===== src/rtl/mmhi_pkg.sv =====
package mmhi_pkg;

   // protocol straps packed as {bit2, bit1, bit0}
   localparam logic [2:0] STRAP_I2C = 3'h2;
   localparam logic [2:0] STRAP_SPI3 = 3'h1;
   localparam logic [2:0] STRAP_SPI4 = 3'h0;
   localparam logic [2:0] STRAP_P68 = 3'h4;
   localparam logic [2:0] STRAP_P80 = 3'h6;

   // cycles after rst before the straps are taken
   localparam logic [1:0] STRAP_SETTLE = 2'h3;

   // values after hardware reset
   localparam logic [7:0] CONTRAST_RST = 8'h7f;
   localparam logic [6:0] COLUMN_RST = 7'h00;
   localparam logic DISP_ON_RST = 1'b0;

   // command bytes seen on the drain side
   localparam logic [7:0] CMD_CONTRAST = 8'h81;
   localparam logic [7:0] CMD_DISP_OFF = 8'hae;
   localparam logic [7:0] CMD_DISP_ON = 8'haf;

   // pin roles on the host bus
   localparam int PIN_SCLK = 0;
   localparam int PIN_SERIAL_IN = 1;
   localparam int PIN_SDA_OUT = 2;
   localparam int CTRL_DC_BIT = 6;
   localparam logic [7:0] BUS_RELEASE = 8'hff;

   // serial bit counts at the last bit of a frame
   localparam logic [3:0] SPI4_LAST = 4'h7;
   localparam logic [3:0] SPI3_LAST = 4'h8;
   localparam logic [3:0] I2C_BYTE_BITS = 4'h8;

   // buffer shape
   localparam int FIFO_DEPTH = 16;
   localparam int WORD_WIDTH = 9;

   typedef enum logic [2:0] {
      PROTO_NONE, PROTO_I2C, PROTO_SPI3, PROTO_SPI4, PROTO_P68, PROTO_P80
   } mmhi_proto_type;

   typedef enum logic [2:0] {
      I2C_IDLE, I2C_ADDR, I2C_CTRL, I2C_DATA, I2C_SKIP
   } mmhi_i2c_type;

   typedef struct packed {
      logic is_data;
      logic [7:0] byte_val;
   } mmhi_word_type;

   typedef struct packed {
      logic cs_n;
      logic dc;
      logic rw;
      logic erd;
      logic res_n;
      logic [2:0] strap;
      logic [7:0] bus;
   } mmhi_pins_type;

   localparam mmhi_pins_type PINS_IDLE = '{cs_n: 1'b1, dc: 1'b0, rw: 1'b1, erd: 1'b1,
                                           res_n: 1'b1, strap: 3'h0, bus: 8'h00};

   function automatic mmhi_proto_type mmhi_decode_proto(input logic [2:0] strap);
      mmhi_proto_type m;
      m = PROTO_NONE;
      if (strap == STRAP_I2C) begin
         m = PROTO_I2C;
      end else if (strap == STRAP_SPI3) begin
         m = PROTO_SPI3;
      end else if (strap == STRAP_SPI4) begin
         m = PROTO_SPI4;
      end else if (strap == STRAP_P68) begin
         m = PROTO_P68;
      end else if (strap == STRAP_P80) begin
         m = PROTO_P80;
      end
      return m;
   endfunction

endpackage


===== src/rtl/mmhi_top.sv =====
// Summary of operation
// - three straps pick I2C, SPI or parallel
// - transfers only while select is low
// - low hardware reset initialises the controller
// - parallel: data-select high data, low command
// - 4-wire SPI: data-select high data, low command; 3-wire SPI takes it from the leading frame bit
// - I2C: data-select is slave address bit
// - 68xx: direction high reads, low writes
// - 68xx: enable high with select starts transfer
// - 80xx: write strobe low with select writes
// - 80xx: read strobe low drives the bus
// - parallel: eight-bit two-way data bus
// - SPI: data on pin 1, clock pin 0
// - I2C: pins 2/1 SDA, pin 0 SCL
// - hardware reset clears serial shift register
// - reset: contrast 7Fh, column 0, display off
`timescale 1ns/10ps

module mmhi_fifo #(
   parameter int WIDTH = 9,
   parameter int DEPTH = 16
) (
   // clock and reset
   input wire logic clk,
   input wire logic rst,
   // fill side
   input wire logic in_valid,
   output logic in_ready,
   input wire logic [WIDTH-1:0] in_data,
   // drain side
   output logic out_valid,
   input wire logic out_ready,
   output logic [WIDTH-1:0] out_data
);
   localparam int AW = $clog2(DEPTH);
   localparam logic [AW:0] FULL = (AW + 1)'(DEPTH);

   typedef struct packed {
      logic [AW-1:0] wptr;
      logic [AW-1:0] rptr;
      logic [AW:0] count;
      logic in_ready;
      logic out_valid;
   } mmhi_fifo_state_type;

   generate
      if (DEPTH < 2 || (DEPTH & (DEPTH - 1)) != 0) begin : g_bad_depth
         $error("fifo depth must be a power of two of at least two");
      end
      if (WIDTH < 1) begin : g_bad_width
         $error("fifo width must be at least one");
      end
   endgenerate

   mmhi_fifo_state_type r;
   mmhi_fifo_state_type n;
   logic [WIDTH-1:0] mem [DEPTH];
   logic push;
   logic pop;

   assign push = in_valid & r.in_ready;
   assign pop = r.out_valid & out_ready;

   always_comb begin
      n = r;
      if (push) begin
         n.wptr = r.wptr + 1'b1;
      end
      if (pop) begin
         n.rptr = r.rptr + 1'b1;
      end
      if (push && !pop) begin
         n.count = r.count + 1'b1;
      end else if (pop && !push) begin
         n.count = r.count - 1'b1;
      end
      // flags registered from the next count, so they never lie
      n.in_ready = n.count != FULL;
      n.out_valid = n.count != '0;
   end

   always_ff @(posedge clk) begin
      if (rst) begin
         r <= '0;
         r.in_ready <= 1'b1;
      end else begin
         r <= n;
      end
   end

   always_ff @(posedge clk) begin
      if (push) begin
         mem[r.wptr] <= in_data;
      end
   end

   assign in_ready = r.in_ready;
   assign out_valid = r.out_valid;
   assign out_data = mem[r.rptr];
endmodule

module mmhi_top #(
   parameter logic [5:0] I2C_ADDR_HI = 6'h2a,
   parameter int FIFO_DEPTH_P = mmhi_pkg::FIFO_DEPTH
) (
   // clock and reset
   input wire logic clk,
   input wire logic rst,
   // host pins, sampled raw
   input wire logic cs_n,
   input wire logic dc_sel,
   input wire logic rw_wr_n,
   input wire logic en_rd_n,
   input wire logic hw_reset_n,
   input wire logic proto_strap_bit0,
   input wire logic proto_strap_bit1,
   input wire logic proto_strap_bit2,
   // two-way host bus
   input wire logic [7:0] host_bus_in,
   output logic [7:0] host_bus_out,
   output logic [7:0] host_bus_oe_n,
   // received command and data stream
   output logic word_valid,
   input wire logic word_ready,
   output mmhi_pkg::mmhi_word_type word,
   // status
   output mmhi_pkg::mmhi_proto_type proto_mode,
   output logic [7:0] contrast,
   output logic [6:0] column_addr,
   output logic display_on,
   output logic overrun,
   output logic hw_reset_n_sync
);
   import mmhi_pkg::*;

   typedef struct packed {
      mmhi_pins_type s1;
      mmhi_pins_type s2;
      mmhi_pins_type s3;
      mmhi_pins_type f;
      mmhi_pins_type p;
      logic [1:0] settle;
      logic mode_set;
      mmhi_proto_type mode;
      logic [8:0] shift;
      logic [3:0] bits;
      mmhi_i2c_type i2c;
      logic i2c_dc;
      logic i2c_data_drive;
      logic hold_v;
      mmhi_word_type hold;
      logic overrun;
      logic [7:0] contrast;
      logic [6:0] column;
      logic disp_on;
      logic arg_pend;
      logic [7:0] bus_out;
      logic [7:0] bus_oe_n;
   } mmhi_state_type;

   mmhi_state_type r;
   mmhi_state_type n;
   mmhi_pins_type pins;
   logic fifo_in_ready;
   logic fifo_out_valid;
   logic [WORD_WIDTH-1:0] fifo_out_data;
   mmhi_word_type pop_word;

   assign pins = '{cs_n: cs_n, dc: dc_sel, rw: rw_wr_n, erd: en_rd_n, res_n: hw_reset_n,
                   strap: {proto_strap_bit2, proto_strap_bit1, proto_strap_bit0},
                   bus: host_bus_in};
   assign pop_word = mmhi_word_type'(fifo_out_data);

   mmhi_fifo #(
      .WIDTH(WORD_WIDTH),
      .DEPTH(FIFO_DEPTH_P)
   ) u_fifo (
      .clk(clk),
      .rst(rst),
      .in_valid(r.hold_v),
      .in_ready(fifo_in_ready),
      .in_data(r.hold),
      .out_valid(fifo_out_valid),
      .out_ready(word_ready),
      .out_data(fifo_out_data)
   );

   always_comb begin
      logic word_new;
      mmhi_word_type word_val;
      logic act;
      logic pact;
      logic scl;
      logic pscl;
      logic sda;
      logic psda;
      logic scl_rise;
      logic scl_fall;
      logic [7:0] rx;
      logic [7:0] status;
      n = r;
      word_new = 1'b0;
      word_val = '0;
      act = 1'b0;
      pact = 1'b0;
      rx = r.shift[7:0];
      // three-stage pin capture, a bit moves once stages two and three agree
      n.s1 = pins;
      n.s2 = r.s1;
      n.s3 = r.s2;
      n.f = mmhi_pins_type'((r.f & (r.s2 ^ r.s3)) | (r.s2 & ~(r.s2 ^ r.s3)));
      n.p = r.f;
      scl = r.f.bus[PIN_SCLK];
      pscl = r.p.bus[PIN_SCLK];
      sda = r.f.bus[PIN_SERIAL_IN];
      psda = r.p.bus[PIN_SERIAL_IN];
      scl_rise = scl & ~pscl;
      scl_fall = ~scl & pscl;
      status = {r.hold_v, ~r.disp_on, 6'h00};
      // straps taken once the capture pipeline has filled
      if (!r.mode_set) begin
         if (r.settle == STRAP_SETTLE) begin
            // straps enter the filtered stage on this very edge
            n.mode = mmhi_decode_proto(n.f.strap);
            n.mode_set = 1'b1;
         end else begin
            n.settle = r.settle + 2'h1;
         end
      end
      if (r.hold_v && fifo_in_ready) begin
         n.hold_v = 1'b0;
      end
      n.bus_oe_n = BUS_RELEASE;
      n.bus_out = 8'h00;
      if (!r.f.res_n) begin
         n.shift = '0;
         n.bits = '0;
         n.i2c = I2C_IDLE;
         n.i2c_dc = 1'b0;
         n.i2c_data_drive = 1'b0;
         n.arg_pend = 1'b0;
         n.contrast = CONTRAST_RST;
         n.column = COLUMN_RST;
         n.disp_on = DISP_ON_RST;
      end else begin
         case (r.mode)
            PROTO_P68: begin
               act = ~r.f.cs_n & r.f.erd;
               pact = ~r.p.cs_n & r.p.erd;
               if (pact && !act && !r.p.rw) begin
                  word_new = 1'b1;
                  word_val = '{is_data: r.p.dc, byte_val: r.p.bus};
               end
               if (act && r.f.rw) begin
                  n.bus_oe_n = 8'h00;
                  n.bus_out = status;
               end
            end
            PROTO_P80: begin
               act = ~r.f.cs_n & ~r.f.rw;
               pact = ~r.p.cs_n & ~r.p.rw;
               if (pact && !act) begin
                  word_new = 1'b1;
                  word_val = '{is_data: r.p.dc, byte_val: r.p.bus};
               end
               if (!r.f.cs_n && !r.f.erd) begin
                  n.bus_oe_n = 8'h00;
                  n.bus_out = status;
               end
            end
            PROTO_SPI3, PROTO_SPI4: begin
               if (r.f.cs_n) begin
                  n.bits = '0;
                  n.shift = '0;
               end else if (scl_rise) begin
                  n.shift = {r.shift[7:0], sda};
                  n.bits = r.bits + 4'h1;
                  if (r.mode == PROTO_SPI4 && r.bits == SPI4_LAST) begin
                     word_new = 1'b1;
                     word_val = '{is_data: r.f.dc, byte_val: {r.shift[6:0], sda}};
                     n.bits = '0;
                  end else if (r.mode == PROTO_SPI3 && r.bits == SPI3_LAST) begin
                     // leading bit of the nine-bit frame carries data-select
                     word_new = 1'b1;
                     word_val = '{is_data: r.shift[7], byte_val: {r.shift[6:0], sda}};
                     n.bits = '0;
                  end
               end
            end
            PROTO_I2C: begin
               if (r.f.cs_n) begin
                  n.i2c = I2C_IDLE;
                  n.i2c_data_drive = 1'b0;
               end else if (scl && pscl && psda && !sda) begin
                  n.i2c = I2C_ADDR;
                  n.bits = '0;
                  n.i2c_data_drive = 1'b0;
               end else if (scl && pscl && !psda && sda) begin
                  n.i2c = I2C_IDLE;
                  n.i2c_data_drive = 1'b0;
               end else if (r.i2c != I2C_IDLE && r.i2c != I2C_SKIP) begin
                  if (scl_rise && !r.i2c_data_drive) begin
                     n.shift = {r.shift[7:0], sda};
                     n.bits = r.bits + 4'h1;
                  end else if (scl_fall && r.i2c_data_drive) begin
                     n.i2c_data_drive = 1'b0;
                  end else if (scl_fall && r.bits == I2C_BYTE_BITS) begin
                     n.bits = '0;
                     n.i2c_data_drive = 1'b1;
                     case (r.i2c)
                        I2C_ADDR: begin
                           // write-only slave, low address bit from data-select
                           if (rx == {I2C_ADDR_HI, r.f.dc, 1'b0}) begin
                              n.i2c = I2C_CTRL;
                           end else begin
                              n.i2c = I2C_SKIP;
                              n.i2c_data_drive = 1'b0;
                           end
                        end
                        I2C_CTRL: begin
                           n.i2c_dc = rx[CTRL_DC_BIT];
                           n.i2c = I2C_DATA;
                        end
                        I2C_DATA: begin
                           word_new = 1'b1;
                           word_val = '{is_data: r.i2c_dc, byte_val: rx};
                        end
                        default: begin
                           n.i2c_data_drive = 1'b0;
                        end
                     endcase
                  end
               end
               // acknowledge pulls the output half of SDA low
               n.bus_oe_n[PIN_SDA_OUT] = ~n.i2c_data_drive;
            end
            default: begin
            end
         endcase
         if (word_new) begin
            if (!n.hold_v) begin
               n.hold_v = 1'b1;
               n.hold = word_val;
            end else begin
               n.overrun = 1'b1;
            end
         end
         // light decode of the drained stream
         if (fifo_out_valid && word_ready) begin
            if (pop_word.is_data) begin
               n.column = r.column + 7'h01;
            end else if (r.arg_pend) begin
               n.contrast = pop_word.byte_val;
               n.arg_pend = 1'b0;
            end else if (pop_word.byte_val == CMD_CONTRAST) begin
               n.arg_pend = 1'b1;
            end else if (pop_word.byte_val == CMD_DISP_OFF) begin
               n.disp_on = 1'b0;
            end else if (pop_word.byte_val == CMD_DISP_ON) begin
               n.disp_on = 1'b1;
            end
         end
      end
   end

   always_ff @(posedge clk) begin
      if (rst) begin
         r <= '0;
         r.s1 <= PINS_IDLE;
         r.s2 <= PINS_IDLE;
         r.s3 <= PINS_IDLE;
         r.f <= PINS_IDLE;
         r.p <= PINS_IDLE;
         r.mode <= PROTO_NONE;
         r.i2c <= I2C_IDLE;
         r.contrast <= CONTRAST_RST;
         r.column <= COLUMN_RST;
         r.disp_on <= DISP_ON_RST;
         r.bus_oe_n <= BUS_RELEASE;
      end else begin
         r <= n;
      end
   end

   assign host_bus_out = r.bus_out;
   assign host_bus_oe_n = r.bus_oe_n;
   assign word_valid = fifo_out_valid;
   assign word = pop_word;
   assign proto_mode = r.mode;
   assign contrast = r.contrast;
   assign column_addr = r.column;
   assign display_on = r.disp_on;
   assign overrun = r.overrun;
   assign hw_reset_n_sync = r.f.res_n;
endmodule


===== config.mk =====
export PLATFORM = sky130hd
export DESIGN_NAME = mmhi_top
export DESIGN_NICKNAME = d
export VERILOG_FILES = /design/src/rtl/mmhi_pkg.sv /design/src/rtl/mmhi_top.sv
export SDC_FILE = /design/constraint.sdc
export NUM_CORES = 1
export LEC_CHECK = 0
export ABC_AREA = 0
export BUFFER_PORTS_ARGS = -buffer_cell sky130_fd_sc_hd__buf_2
export CAP_MARGIN = 40
export CORE_UTILIZATION = 41
export CTS_CLUSTER_DIAMETER = 30
export DETAILED_ROUTE_END_ITERATION = 10
export PLACE_DENSITY = 0.68
export SLEW_MARGIN = 0
export SYNTH_ARGS = -nofsm -noshare
export SYNTH_HDL_FRONTEND = slang
export SYNTH_SLANG_ARGS = --single-unit
export TNS_END_PERCENT = 30

===== constraint.sdc =====
create_clock -name clk -period 3.4 [get_ports clk]
set_clock_uncertainty 0.15 [all_clocks]
set_input_delay 0.51 -clock clk [delete_from_list [all_inputs] [get_ports clk]]
set_output_delay 0.51 -clock clk [all_outputs]
set_load 0.01 [all_outputs]

Word level (Yosys, flattened, before mapping)

Memory sizes are Yosys's and may differ from the RTL's. A register that Yosys moved wholly into a read port is not among the register bits.
Index checks and enable logic that the tools add are counted.

Bits in registers: 158
Bits in latches: 0
Bits in writable memories: 144
Bits in read-only memories: 0
Input port bits: 19
Output and inout bits: 47
Logic and storage cells: 285
Memories: 1

Add/subtract/negate cells: 7
$mul: 0
Div/mod/pow operators: 0
$lt $le $gt $ge: 0
Eq/ne operators: 38
Shifts and indexed selects: 0
Muxes and demuxes: 101
Bitwise logic cells: 31
Reductions and logical operators: 51

Memory list:

| name       | depth | bits a word | read ports | clocked after memory_dff | wr ports | line           | source |
|---|---|---|---|---|---|---|---|
| u_fifo.mem | 16    | 9           | 1          | 1                        | 1        | mmhi_top.sv:57 | `logic [WIDTH-1:0] mem [DEPTH];` |

Operators by type and width:

| kind                                                                  | number |
|---|---|
| 9-bit 2-to-1 mux                                                      | 24 |
| 8-bit 2-to-1 mux                                                      | 10 |
| 12-bit 2-to-1 mux                                                     | 4 |
| 9-bit one-hot mux with 4 select lines                                 | 1 |
| 16-bit AND                                                            | 2 |
| 16-bit 2-to-1 mux                                                     | 2 |
| 1-bit 2-to-1 mux                                                      | 31 |
| 4-bit 2-to-1 mux                                                      | 7 |
| 13-bit one-hot mux with 2 select lines                                | 1 |
| 8-bit equality test, second input constant                            | 3 |
| 3-bit 2-to-1 mux                                                      | 8 |
| 12-bit one-hot mux with 2 select lines                                | 1 |
| 11-bit 2-to-1 mux                                                     | 2 |
| 1-bit logical AND                                                     | 20 |
| 1-bit inverter                                                        | 18 |
| 17-bit 2-to-1 mux                                                     | 1 |
| 8-bit != test, second input constant                                  | 2 |
| 16-bit inverter                                                       | 1 |
| 16-bit OR                                                             | 1 |
| 16-bit XOR                                                            | 1 |
| 3-bit by 2-bit equality test with 1-bit output, second input constant | 5 |
| 5-bit 2-to-1 mux                                                      | 3 |
| 5-bit != test, second input constant                                  | 3 |
| 7-bit AND reduction                                                   | 2 |
| other kinds (36)                                                      | 75 |

Longest topological paths before layout

Depth after elaboration: 29
Gate-level depth with buffers: 9
Gate-level depth less buffers: 8

Cells and area by module

A second synthesis with hierarchy kept.

Cells, all modules: 881
Area, all modules: 11811.3 um^2

Modules (own cells, without submodules):

| module    | instances | cells each | area each (um^2) | sequential area each (um^2) |
|---|---|---|---|---|
| mmhi_fifo | 1         | 314        | 6444.9           | 4704.5 |
| mmhi_top  | 1         | 567        | 5366.4           | 2622.5 |

Worst setup path before layout

No wires, ideal clock.

Kind: register to output
Start: register (tool-made name)
End: output port word[7] in the netlist's numbering
Arrival time: 1.873 ns
Required time: 2.740 ns
Slack: 0.867 ns
Stages on the path, launching flop included: 6
Path through: dfxtp_1 buf_2 buf_1 a2111oi_0 or4b_2 o41ai_1

RTL lines:

| item      | line            | source |
|---|---|---|
| to (decl) | mmhi_top.sv:125 | `output mmhi_pkg::mmhi_word_type word,` |

==> metrics <==
Req. time, crit path 2740 ps; Max stage delay cell, worst path dfxtp_4; Post-Syn Area per Cell 12.50 um^2; Final Power 0.009553 W; first-pass GRT wire length 37,510 um; WP data arrival 2500 ps; Sw Share 0.2408; wire length per cell 16.62 um; Slew @ Worst Pin 855.4 ps; Cell Area, Synth 11,740 um^2; RSZ-0062 raised after global routing no; GPL Wtd Cong 0.7761; Setup CP Type flop to primary output; final setup TNS 0 ps; Max VDD drop 0.4479 mV; DR pass1 iterations 5; Max-cap violations 0; Post-synth top flop dfxtp_1; Rows 61; register area 7335 um^2; Slew Limit Fails 0; DRC errors left 0; Clock Pin Slew Worst Setup and Hold Paths 60 ps; Worst R2R Path Depth 6; routed vias/inst 5.208; Root Buffer Master clkbuf_16; sequential area share after synthesis 0.6241; final setup fails 0; Worst slew margin 0.4277; Initial DRC Count 668; Fin. Hold Viols 0; Yosys cell types 66; placed cell area 12,250 um^2; Power Density 683.4 nW/um^2; Cells after Synth 939; vias in the first global route 7,085; detailed placement HPWL 15,480 um; Vias 7,375; CTS sink count 294; Synth warnings 0; crit path launch type flop; antenna violations before repair 1; Final Cell Area 13,980 um^2; pre-CTS setup slack 370.1 ps; P_leak 4.871 nW; Layout Nets 1,030; crit path capture word[6]; clock buffer depth 3; Total Wirelength 23,540 um; Die Wd 171.2 um; Flop pwr share 0.405; CTS tree done; combinational share of power 0.079; total gr overflow 0; ant diodes 0; Seq cells post-synth 294; Psw 0.002301 W; internal power 0.007253 W; Worst R2R Setup Slack 470 ps; Clk Latency, worst-skew pair 550 ps; critical path depth in cells 5; chip height 171.2 um; fillers 2,406; Fmax 316.0 MHz; Hold Slack 17.57 ps; Reg-to-Reg Start proto_mode[2]; ANT nets after route 0; area delta synth->final 19.07%; Post-synth EDFFs 144; status complete, no violations; CP delay by family, top flip-flops; largest net degree at the start of global routing 82; core area 28,010 um^2; CP cell instances buf_4, mux4_2, a22oi_1, nand2_1, buf_2; area of the multi-input gates 3916 um^2; Initial Util 0.4191; crit-path max cell delay 540 ps; Total GRT Usage 0.1645; minimum clock period 3164 ps; CP max FO 16; CTS buffer count 48; H-tree levels 2; min-delay worst type input pin to flop; Post-synth ARST share 0; Buffers on Ports 59; PnR worst setup slack 235.9 ps; worst flop-to-flop path endpoint r[38]; fraction of layout cells with a size suffix above 1 0.2264; Crit. End Element primary output; Ports 66; die area 29,310 um^2; Critical path buffers and inverters 2; clock share of power 0.515; Tcrit/Tclk final 0.9306
==> cell families (layout without fill, tap and decap cells) <==
logic type,after synthesis,in the layout,synth area share
buffers and inverters,94,188,0.04391
XOR/XNOR,18,18,0.01343
multiplexers,57,57,0.07791
flip-flops,294,294,0.6241
AND/OR/NAND/NOR,309,309,0.1354
other,1,6,0.0003194
AO/OA/AOI/OAI,153,153,0.09155
adder cells (fa/ha/maj),13,13,0.01343
==> registers in the layout, indices dropped and copies added, names as in the netlist, named ones only <==
signal	count
column_addr	7
contrast	8
display_on	1
host_bus_oe_n	2
host_bus_out	2
n	35
overrun	1
proto_mode	3
r	59
u_fifo.in_ready	1
u_fifo.mem	144
u_fifo.out_valid	1
u_fifo.r	13
==> routing by layer <==
metal  global-route usage  share of wire  vias up
met5                    0        0.00034        -
met4              0.05047          0.023        2
met3              0.03497          0.059       50
met2               0.2757           0.48      198
met1               0.2129           0.44     3587
li1                     -              -     3538
==> stage by stage <==
stage / cells / util
final: 1416 / 0.4990
after global routing: 1416 / 0.4990
after CTS: 1415 / 0.4984
after detailed placement: 1324 / 0.4373
after global placement: 1323 / 0.4370
after floorplan: 944 / -
==> placed cells by master (no fill, tap or decap), types with 6 or more instances in the layout <==
| cell | count |
|---|---|
| nand3_1 | 11 |
| nor2_1 | 79 |
| nand2b_1 | 15 |
| a22oi_1 | 22 |
| nor2b_1 | 59 |
| dfxtp_1 | 148 |
| buf_2 | 58 |
| a21oi_1 | 41 |
| nand4_1 | 11 |
| ha_1 | 11 |
| bufinv_16 | 6 |
| o22ai_1 | 8 |
| nor3_1 | 10 |
| a211oi_1 | 7 |
| mux2i_1 | 25 |
| clkbuf_16 | 48 |
| or2_2 | 18 |
| nand2_1 | 68 |
| clkinvlp_4 | 7 |
| xnor2_1 | 11 |
| inv_6 | 9 |
| mux4_2 | 27 |
| a311oi_1 | 11 |
| conb_1 | 6 |
| edfxtp_1 | 144 |
| o2111ai_1 | 8 |
| buf_4 | 26 |
| inv_1 | 12 |
| xor2_1 | 7 |
| o21ai_0 | 18 |
==> what timing repair did <==
action                                  CTS  global route
gates resized for setup                   1             1
hold buffers                              3             0
endpoints found under the setup margin    7             7
endpoints found under the hold margin     3             0
buffers inserted                          0             1
==> worst min path at each step <==
stage	from	cells past startpoint	end
2_1_floorplan	n[127]	1	n[111]
3_3_place_gp	n[128]	1	n[112]
3_5_place_dp	n[128]	1	n[112]
4_1_cts	hw_reset_n	2	n[127]
5_1_grt	hw_reset_n	2	n[127]
6_report	hw_reset_n	2	n[127]
==> synth_stat cells (7+ instances only) <==
library cell,n,area share
mux2i_1,25,0.021
ha_1,11,0.012
a211oi_1,7,0.0045
nor3_1,10,0.0043
nand3_1,11,0.0047
nand2b_1,15,0.0080
nand2_1,68,0.022
nand4_1,11,0.0059
dfxtp_1,150,0.26
a22oi_1,22,0.014
mux4_2,27,0.052
edfxtp_1,144,0.37
inv_1,12,0.0038
nor2_1,79,0.025
o22ai_1,8,0.0043
xnor2_1,11,0.0082
xor2_1,7,0.0052
nor2b_1,59,0.031
o21ai_0,18,0.0077
a21oi_1,41,0.017
buf_2,7,0.0030
buf_4,37,0.024
o2111ai_1,8,0.0060
or2_2,18,0.0096
a311oi_1,11,0.0082
clkbuf_1,31,0.0099
==> area by class of cell <==
| class | instances | area share |
|---|---|---|
| clock buffers | 50 | 0.08718 |
| clock inverters | 38 | 0.03294 |
| inverters | 12 | 0.003222 |
| multi-input cells | 556 | 0.2802 |
| flip-flops and latches | 294 | 0.5247 |
| well taps | 378 | 0.03383 |
| repair buffers | 88 | 0.03795 |
==> power by group through the flow <==
stage | Sequential (W) | Clock, W | Combinational (W)
floorplan | 0.00389 | 0 | 0.000621
global placement | 0.00395 | 0 | 0.000709
detailed placement | 0.00396 | 0 | 0.000724
CTS | 0.00389 | 0.00500 | 0.000734
global route | 0.00389 | 0.00517 | 0.000840
finish | 0.00387 | 0.00492 | 0.000759
No activity file was read; power rests on OpenSTA's default activity.
